### src/rtl/gcrr_pkg.sv
// Package: offsets, fields, reset values and timing for global config registers
// Summary of operation
// - 16-bit writable factory tag loaded at start-up from fuse common area.
// - Tag value zero means nothing programmed; reset value is zero.
// - Config bit 7 picks regulator level 1.25V or 1.32V, resets to 0.
// - Three-bit settle-wait field codes 0..6 pick crystal wait; code 7 reserved.
// - Four-bit boot profile select picks stored configuration; resets to 4.
// - While lock bit is 1, every fuse programming attempt is refused.
// - Lock bit is set-only; writing 0 leaves it unchanged.
// - Lock bit clears only through power-on reset.
// - Divider hold bit, active low, reset 1, holds both input dividers set.
// - Output drive allow bit, reset 1, drives clock output enable directly.
// - Writing 1 to align trigger syncs output dividers, and PLL feedback if enabled; the code acts only if the bit was 0 before.
// - During divider synchronization all output clocks are squelched about 10us.
// - Writing 1 to restart trigger restarts start-up from calibration, with sync; the code acts only if the bit was 0 before.
package gcrr_pkg;
   // Register byte addresses, chosen layout
   localparam logic [7:0] GCRR_ADDR_TAG_LO = 8'h00;
   localparam logic [7:0] GCRR_ADDR_TAG_HI = 8'h01;
   localparam logic [7:0] GCRR_ADDR_CFG    = 8'h02;
   localparam logic [7:0] GCRR_ADDR_LOCK   = 8'h03;
   localparam logic [7:0] GCRR_ADDR_RST    = 8'h04;
   // Field positions
   localparam int GCRR_CFG_LDO_BIT   = 7;
   localparam int GCRR_CFG_WAIT_LSB  = 4;
   localparam int GCRR_CFG_SEL_LSB   = 0;
   localparam int GCRR_LOCK_BIT      = 7;
   localparam int GCRR_RST_HOLD_BIT  = 5;
   localparam int GCRR_RST_OE_BIT    = 4;
   localparam int GCRR_RST_SYNC_BIT  = 1;
   localparam int GCRR_RST_REINIT_BIT = 0;
   // Writable masks, reserved bits excluded
   localparam logic [7:0] GCRR_CFG_MASK  = 8'hff;
   localparam logic [7:0] GCRR_LOCK_MASK = 8'h80;
   localparam logic [7:0] GCRR_RST_MASK  = 8'h33;
   // Reset values, and the reserved settle-wait code
   localparam logic [15:0] GCRR_TAG_RST  = 16'h0000;
   localparam logic [7:0]  GCRR_CFG_RST  = 8'h04;
   localparam logic [7:0]  GCRR_LOCK_RST = 8'h00;
   localparam logic [7:0]  GCRR_RST_RST  = 8'h30;
   localparam logic [2:0]  GCRR_WAIT_RSVD = 3'h7;
   // Squelch timing
   localparam int GCRR_CLK_MHZ     = 200;
   localparam int GCRR_SQUELCH_US  = 10;
   localparam int GCRR_SQUELCH_CYC = GCRR_SQUELCH_US * GCRR_CLK_MHZ;
   localparam int GCRR_CNT_W       = 12;
   // Width of settle wait times in microseconds
   localparam int GCRR_WAIT_US_W = 15;
   // Register read and write request
   typedef struct packed {
      logic       wr;
      logic       rd;
      logic [7:0] addr;
      logic [7:0] wdata;
   } gcrr_req_s;
   // Start-up load from fuse common area
   typedef struct packed {
      logic        valid;
      logic [15:0] tag;
   } gcrr_load_s;
endpackage : gcrr_pkg

### src/rtl/gcrr_regs.sv
// Global configuration and reset-control register bank
`timescale 1ns/1ps
module gcrr_regs
   import gcrr_pkg::*;
(
   input  wire logic              ref_clk,
   input  wire logic              rst_b,
   input  wire logic              clk_en,
   input  wire gcrr_req_s         req,
   input  wire gcrr_load_s        otp_load,
   input  wire logic              otp_pgm_req,
   input  wire logic              dpll_enabled,
   output logic [7:0]             rdata,
   output logic                   rvalid,
   output logic                   otp_pgm_grant,
   output logic                   otp_pgm_refused,
   output logic                   ldo_high_sel,
   output logic [2:0]             osc_settle_wait_sel,
   output logic [3:0]             boot_profile_sel,
   output logic [GCRR_WAIT_US_W-1:0] settle_wait_us,
   output logic                   in_div_hold_b,
   output logic                   clk_out_oe,
   output logic                   out_div_sync,
   output logic                   fb_div_sync,
   output logic                   clk_squelch,
   output logic                   synth_restart
);

   // Settle wait decode, code 7 maps to the 1 ms default
   function automatic logic [GCRR_WAIT_US_W-1:0] wait_us(input logic [2:0] code);
      logic [GCRR_WAIT_US_W-1:0] us;
      us = 15'd1000;
      unique case (code)
         3'h0: us = 15'd1000;
         3'h1: us = 15'd2500;
         3'h2: us = 15'd5000;
         3'h3: us = 15'd7500;
         3'h4: us = 15'd10000;
         3'h5: us = 15'd500;
         3'h6: us = 15'd15000;
         3'h7: us = 15'd1000;
      endcase
      return us;
   endfunction : wait_us

   // Address hit decode used by write and read paths
   function automatic logic hit(input gcrr_req_s r, input logic [7:0] a);
      return r.addr == a;
   endfunction : hit

   typedef enum logic [1:0] {GCRR_IDLE, GCRR_SQUELCH} gcrr_sq_e;

   logic [15:0] tag_reg, tag_next;
   logic [7:0]  cfg_reg, cfg_next;
   logic [7:0]  lock_reg, lock_next;
   logic [7:0]  rst_reg, rst_next;
   logic [7:0]  rdata_reg, rdata_next;
   logic        rvalid_reg, rvalid_next;
   logic        grant_reg, grant_next;
   logic        refuse_reg, refuse_next;
   logic        sync_reg, sync_next;
   logic        fb_reg, fb_next;
   logic        restart_reg, restart_next;
   logic [GCRR_WAIT_US_W-1:0] wait_reg, wait_next;
   gcrr_sq_e    sq_reg, sq_next;
   logic [GCRR_CNT_W-1:0] cnt_reg, cnt_next;
   logic        squelch_reg, squelch_next;
   logic        sync_rise, reinit_rise;
   logic [7:0]  rst_wr;

   // Register writes and trigger edge detection
   always_comb
   begin
      tag_next  = tag_reg;
      cfg_next  = cfg_reg;
      lock_next = lock_reg;
      rst_next  = rst_reg;
      rst_wr    = (req.wdata & GCRR_RST_MASK);
      sync_rise   = 1'b0;
      reinit_rise = 1'b0;
      if (otp_load.valid)
         tag_next = otp_load.tag;
      if (req.wr)
      begin
         if (hit(req, GCRR_ADDR_TAG_LO))
            tag_next[7:0] = req.wdata;
         if (hit(req, GCRR_ADDR_TAG_HI))
            tag_next[15:8] = req.wdata;
         if (hit(req, GCRR_ADDR_CFG))
            cfg_next = req.wdata & GCRR_CFG_MASK;
         if (hit(req, GCRR_ADDR_LOCK))
            lock_next = lock_reg | (req.wdata & GCRR_LOCK_MASK);
         if (hit(req, GCRR_ADDR_RST))
         begin
            rst_next = rst_wr;
            sync_rise   = rst_wr[GCRR_RST_SYNC_BIT] & ~rst_reg[GCRR_RST_SYNC_BIT];
            reinit_rise = rst_wr[GCRR_RST_REINIT_BIT] & ~rst_reg[GCRR_RST_REINIT_BIT];
         end
      end
   end

   // Read path, one cycle latency
   always_comb
   begin
      rdata_next  = 8'h00;
      rvalid_next = req.rd;
      if (req.rd)
      begin
         if (hit(req, GCRR_ADDR_TAG_LO))
            rdata_next = tag_reg[7:0];
         else if (hit(req, GCRR_ADDR_TAG_HI))
            rdata_next = tag_reg[15:8];
         else if (hit(req, GCRR_ADDR_CFG))
            rdata_next = cfg_reg;
         else if (hit(req, GCRR_ADDR_LOCK))
            rdata_next = lock_reg & GCRR_LOCK_MASK;
         else if (hit(req, GCRR_ADDR_RST))
            rdata_next = rst_reg & GCRR_RST_MASK;
      end
   end

   // Fuse programming gate and trigger pulses
   always_comb
   begin
      grant_next   = otp_pgm_req & ~lock_reg[GCRR_LOCK_BIT];
      refuse_next  = otp_pgm_req & lock_reg[GCRR_LOCK_BIT];
      sync_next    = sync_rise | reinit_rise;
      fb_next      = (sync_rise | reinit_rise) & dpll_enabled;
      restart_next = reinit_rise;
      wait_next    = wait_us(cfg_reg[GCRR_CFG_WAIT_LSB +: 3]);
   end

   // Squelch window state
   always_comb
   begin
      sq_next      = sq_reg;
      cnt_next     = cnt_reg;
      squelch_next = squelch_reg;
      unique case (sq_reg)
         GCRR_IDLE:
         begin
            if (sync_rise | reinit_rise)
            begin
               sq_next      = GCRR_SQUELCH;
               cnt_next     = GCRR_CNT_W'(GCRR_SQUELCH_CYC - 1);
               squelch_next = 1'b1;
            end
         end
         GCRR_SQUELCH:
         begin
            if (sync_rise | reinit_rise)
               cnt_next = GCRR_CNT_W'(GCRR_SQUELCH_CYC - 1);
            else if (cnt_reg == '0)
            begin
               sq_next      = GCRR_IDLE;
               squelch_next = 1'b0;
            end
            else
               cnt_next = cnt_reg - 1'b1;
         end
         default:
         begin
            sq_next      = GCRR_IDLE;
            squelch_next = 1'b0;
         end
      endcase
   end

   // State registers
   always_ff @(posedge ref_clk)
   begin
      if (!rst_b)
      begin
         tag_reg     <= GCRR_TAG_RST;
         cfg_reg     <= GCRR_CFG_RST;
         lock_reg    <= GCRR_LOCK_RST;
         rst_reg     <= GCRR_RST_RST;
         rdata_reg   <= 8'h00;
         rvalid_reg  <= 1'b0;
         grant_reg   <= 1'b0;
         refuse_reg  <= 1'b0;
         sync_reg    <= 1'b0;
         fb_reg      <= 1'b0;
         restart_reg <= 1'b0;
         wait_reg    <= 15'd1000;
         sq_reg      <= GCRR_IDLE;
         cnt_reg     <= '0;
         squelch_reg <= 1'b0;
      end
      else if (clk_en)
      begin
         tag_reg     <= tag_next;
         cfg_reg     <= cfg_next;
         lock_reg    <= lock_next;
         rst_reg     <= rst_next;
         rdata_reg   <= rdata_next;
         rvalid_reg  <= rvalid_next;
         grant_reg   <= grant_next;
         refuse_reg  <= refuse_next;
         sync_reg    <= sync_next;
         fb_reg      <= fb_next;
         restart_reg <= restart_next;
         wait_reg    <= wait_next;
         sq_reg      <= sq_next;
         cnt_reg     <= cnt_next;
         squelch_reg <= squelch_next;
      end
   end

   // Outputs straight from flops
   assign rdata               = rdata_reg;
   assign rvalid              = rvalid_reg;
   assign otp_pgm_grant       = grant_reg;
   assign otp_pgm_refused     = refuse_reg;
   assign ldo_high_sel        = cfg_reg[GCRR_CFG_LDO_BIT];
   assign osc_settle_wait_sel = cfg_reg[GCRR_CFG_WAIT_LSB +: 3];
   assign boot_profile_sel    = cfg_reg[GCRR_CFG_SEL_LSB +: 4];
   assign settle_wait_us      = wait_reg;
   assign in_div_hold_b       = rst_reg[GCRR_RST_HOLD_BIT];
   assign clk_out_oe          = rst_reg[GCRR_RST_OE_BIT];
   assign out_div_sync        = sync_reg;
   assign fb_div_sync         = fb_reg;
   assign clk_squelch         = squelch_reg;
   assign synth_restart       = restart_reg;

   // Checks
   chk_lock_refuse: assert property (@(posedge ref_clk) disable iff (!rst_b)
      clk_en && otp_pgm_req && lock_reg[GCRR_LOCK_BIT] |=> otp_pgm_refused && !otp_pgm_grant)
      else $error("fuse programming granted while locked");
   chk_lock_sticky: assert property (@(posedge ref_clk) disable iff (!rst_b)
      lock_reg[GCRR_LOCK_BIT] |=> lock_reg[GCRR_LOCK_BIT])
      else $error("lock bit cleared without reset");
   chk_lock_set: assert property (@(posedge ref_clk) disable iff (!rst_b)
      clk_en && req.wr && req.addr == GCRR_ADDR_LOCK && req.wdata[GCRR_LOCK_BIT]
      |=> lock_reg[GCRR_LOCK_BIT])
      else $error("lock bit not set by write");
   chk_sync_pulse: assert property (@(posedge ref_clk) disable iff (!rst_b)
      clk_en && sync_rise |=> out_div_sync && (fb_div_sync == $past(dpll_enabled)))
      else $error("divider sync pulse missing");
   chk_squelch_start: assert property (@(posedge ref_clk) disable iff (!rst_b)
      clk_en && (sync_rise || reinit_rise)
      |=> clk_squelch && cnt_reg == GCRR_CNT_W'(GCRR_SQUELCH_CYC - 1))
      else $error("squelch did not start");
   chk_restart_sync: assert property (@(posedge ref_clk) disable iff (!rst_b)
      synth_restart |-> out_div_sync && clk_squelch)
      else $error("restart without divider sync");
   chk_no_retrigger: assert property (@(posedge ref_clk) disable iff (!rst_b)
      rst_reg[GCRR_RST_SYNC_BIT] && $stable(rst_reg) |=> !out_div_sync || $past(reinit_rise))
      else $error("sync fired without fresh rising write");
   chk_rsvd_zero: assert property (@(posedge ref_clk) disable iff (!rst_b)
      (rst_reg & ~GCRR_RST_MASK) == 8'h00 && (lock_reg & ~GCRR_LOCK_MASK) == 8'h00)
      else $error("reserved bits set");
endmodule : gcrr_regs

### config.mk
export PLATFORM = sky130hd
export DESIGN_NAME = gcrr_regs
export DESIGN_NICKNAME = d
export VERILOG_FILES = /design/src/rtl/gcrr_pkg.sv /design/src/rtl/gcrr_regs.sv
export SDC_FILE = /design/constraint.sdc
export NUM_CORES = 1
export LEC_CHECK = 0
export BUFFER_PORTS_ARGS = -buffer_cell sky130_fd_sc_hd__buf_2
export CORE_ASPECT_RATIO = 1.4
export CORE_MARGIN = 5
export CORE_UTILIZATION = 35
export DETAILED_ROUTE_END_ITERATION = 7
export GPL_TIMING_DRIVEN = 0
export PLACE_DENSITY = 0.6
export SETUP_SLACK_MARGIN = 0.3
export SLEW_MARGIN = 5
export SYNTH_ARGS = -nofsm -noshare
export SYNTH_HDL_FRONTEND = slang
export SYNTH_SLANG_ARGS = --single-unit
### constraint.sdc
create_clock -name ref_clk -period 2 [get_ports ref_clk]
set_input_delay 0.1 -clock ref_clk [delete_from_list [all_inputs] [get_ports ref_clk]]
set_output_delay 0.1 -clock ref_clk [all_outputs]
set_load 0.02 [all_outputs]
==> run summary <==
The length of the first detailed-routing pass in iterations came out at 4. In this run the clock root is driven by a clkbuf_16. The TritonCTS clock tree is yes. The clock-pin slew of the registers on the worst-case setup and hold paths came out at 0.06 ns.

Dividing the detail-routed wire length by the instance count gives 16.9 um. Input and output buffers added on the ports amount to 73. The area fraction of the dominant cell type after synthesis is 39.5%. The number of antenna violations at the first check in global routing is 0.

The net switching power figure came out at 0.801 mW. The filler cell count came out at 949. The fraction of synthesis flops using an asynchronous set or reset pin came out at 0%. The critical path in this run is classified as reg -> reg. The global route total overflow came out at 0. Between clock sinks in the finished design, the worst skew comes to 0.00904 ns. The leakage power total came out at 1.90 nW.

The worst hold path begins at req[2]. The fraction of the cycle the final worst path needs is 96.5%. In the synthesized netlist, mux cells make up 4.40% of the area.

The flow ran to the end, and the final reports show no timing, DRC or antenna violations. The number of nets still failing antenna checks after routing is 0. At the end of routability-driven placement, the weighted congestion stood at 0.858. The initial cell density of the core came out at 36.0%. The vias per cell is 5.25. The standard-cell row count came out at 42. After synthesis the cells add up to 3440 sq um. The uppermost layer routed is met4. The non-filler instance count after layout is between 600 and 700. The synthesized netlist devotes less than 1% of its cell area to adder and majority cells. The final layout contains routed wiring with a total length of 10,800 um. Of the total power, registers draw 40.3%. The total number of yosys warnings is 0. The max capacitance violation total came out at 0. The routed length on met3 is between 500 and 600 um. The horizontal die dimension is 93.8 um.

The number of enable flip-flop cells after synthesis came out at 0. The critical path endpoint category is a register. The met2 routed wirelength is ~5600 um. The cell area power density is ~740 nW/um^2.

Timing would allow up to roughly 0.52 GHz. Entering global routing, the biggest net connects 13 pins. The post-placement cell count is 603. Summing the areas of all xor and xnor instances in the mapped netlist gives less than 1% of the synthesized area.

The largest voltage drop on the vdd net is 0.457 mV. The hold buffer count at cts is 0. The number of slew-limit violations in the final report is 0. The share of total power in combinational logic came out at under 10%. The die covers 12,000 sq um. The met1 routed wirelength after detailed routing came out at approximately 4400 um. The overall power consumption is 3.46 mW.

The tightest min-delay check is of the in -> reg type. Cell internal power was estimated by the tool at 2.66 mW. The number of vias after detailed routing came out at roughly 3,400. The destination of the worst hold path is cfg_reg[2]. The area added between synthesis and finish is 35.7%. The share of cells above drive strength 1 is between 30 and 40%. Yosys attributes the largest share of cell area to dfxtp_1 40%, nor2b_1 5.6%, mux2i_1 4.1%. STA puts the critical path data arrival time at 2.15 ns. In the global route stage, overall resource usage came out at 18.2%. The number of buffers inserted during clock tree synthesis is 9.

The maximum fanout encountered on the critical timing path came out at 2. The count of boundary I/O pins came out at 80. After synthesis, the largest family of logic cells by area is simple AND/OR/NAND/NOR gates. The clock network power share came out at 51.3%.

After synthesis, the most frequently instantiated cells are 68 x dfxtp_1, 31 x nor2b_1, 30 x nand2_1, 29 x nor2_1, 23 x clkbuf_1. The CTS sink count is 68. The clock reaches the later pin of the worst-skew pair after 0.33 ns. The number of global-route vias before repair is 3,304. The cell type contributing the most total cell area after synthesis is dfxtp_1.

The post-synthesis register bit count is 68. Summing the areas of all and, or, nand and nor instances in the mapped netlist gives 24.8% of the synthesized area. The transition time at the pin with the least slew margin came out at between 0.8 and 0.9 ns. The repair_antennas step left the layout with diodes totalling 0. The number of flip-flops under the largest register name is 16. The worst setup path is launched from a register. The count of unresolved DRC violations after routing is 0.

The worst register-to-register path has a setup slack of between 0.07 and 0.08 ns. The final critical-path required period came out at between 1.5 and 2 ns. The synthesized instance count came out at 396. The worst register-to-register path ends at cnt_reg[9]. Yosys instantiated no cell more often than dfxtp_1. The first-pass GRT wire length came out at 17,000 um. The wire-length estimate of the detail-placed layout is a little under 8000 um.

The number of cells on the worst reg-to-reg path is 5. The hold-critical path depth is 3. The start of the worst register-to-register path is cnt_reg[6]. The top flip-flop cell by instance count after synthesis is dfxtp_1.

The number of DRC markers in iteration 0 came out at 137. The share of the synthesized area in compound gates (AO/OA/AOI/OAI) is 24.0%. The critical path data required time came out at 2.22 ns.

In this run the deepest clock path goes through 2 buffers. The part of the Yosys area used for sequential elements is 39.5%. The core utilization of the finished layout is 48.9%. The max-slew headroom at the worst pin came out at a little over two fifths. The number of nets in the finished design came out at about 540. Setup repair after global routing could not meet its margin everywhere. The count of cell types in the netlist came out at 55. The die extent in y is 127 um. The maximum level of the CTS H-tree is 3. The count of final hold-check violations came out at 0. Net switching is 23.1% of the power. The per-instance average area after synthesis came out at around 8.7 sq um.

The total core area is ~9600 sq um. The setup-violating endpoint count in the final report is 0.
==> cell type report <==
| cell class | count | area [sq um] | share of cell area (%) |
|---|---|---|---|
| Clock buffer | 11 | 253 | 5.41 |
| Inverter | 15 | 56.3 | 1.20 |
| Tap cell | 132 | 165 | 3.53 |
| Timing Repair Buffer | 93 | 532 | 11.4 |
| Clock inverter | 5 | 83.8 | 1.79 |
| Multi-Input combinational cell | 283 | 2030 | 43.4 |
| Buffer | 32 | 189 | 4.04 |
| Sequential cell | 68 | 1370 | 29.3 |
==> power groups by stage <==
stage	clock, mW	combinational [mW]	sequential [mW]
2_1_floorplan	0	0.162	1.43
3_3_place_gp	0	0.270	1.43
3_5_place_dp	0	0.274	1.43
4_1_cts	1.79	0.280	1.40
5_1_grt	1.87	0.318	1.40
6_report	1.78	0.290	1.40
==> cells by family (layout without fill, tap and decap cells) <==
kind of cell             after synthesis  in the layout
AND/OR/NAND/NOR                      153            153
multiplexers                          15             15
other                                  1              3
AO/OA/AOI/OAI                        109            109
XOR/XNOR                               1              1
buffers and inverters                 47            156
adder cells (fa/ha/maj)                2              2
flip-flops                            68             68
==> layer usage <==
metal | up-vias | GRT usage, %
li1 | 1647 | -
met2 | 97 | 32.2
met4 | 0 | 6.55
met1 | 1593 | 21.3
met3 | 20 | 4.12
met5 | - | 0
==> worst max-delay path: stages (launching register included) <==
cell and delay, ns:
dfxtp_2 0.33, or4_4 0.52, buf_8 0.14, or3_4 0.32
o31a_1 0.28, o31a_1 0.23
==> worst max-delay path by stage <==
| stage | cells after the start | end | slack (ns) | start |
|---|---|---|---|---|
| CTS | 5 | cnt_reg[9] | 0.06 | cnt_reg[4] |
| detailed placement | 7 | cnt_reg[3] | -0.20 | req[10] |
| floorplan | 5 | cnt_reg[9] | 0.09 | cnt_reg[4] |
| global placement | 6 | rdata[7] | -0.08 | req[11] |
| finish | 5 | cnt_reg[9] | 0.07 | cnt_reg[6] |
| global route | 5 | cnt_reg[9] | 0.02 | cnt_reg[6] |
==> layout by cell type, fill, tap and decap left out, drive strengths merged, types with 6 or more instances in the layout <==
cell	n
buf	104
dfxtp	68
clkbuf	32
nor2b	31
nand2	30
nor2	29
o21a	15
inv	15
o21ai	14
mux2i	14
nand2b	10
nand3	10
a21oi	10
o31ai	9
a21boi	9
a211oi	8
o221a	8
nor4	8
o31a	6
==> stage by stage <==
stage          TNS, ns  hold slack [ns]  cell area, sq um  setup WS [ns]
6_report             0           0.0149              4670         0.0704
5_1_grt              0           0.0324              4670         0.0165
4_1_cts              0          0.00784              4460         0.0588
3_5_place_dp     -1.94            0.356              3990         -0.199
3_3_place_gp    -0.683            0.356              3990        -0.0845
2_1_floorplan        0            0.228              3460         0.0907
==> what timing repair did <==
| item | CTS | global route |
|---|---|---|
| endpoints found under the hold margin | 0 | 0 |
| resized for setup | 17 | 31 |
| setup buffers | 7 | 13 |
| endpoints found under the setup margin | 17 | 35 |
| pin swaps | 6 | 9 |
(Power assumes the default switching activity.)
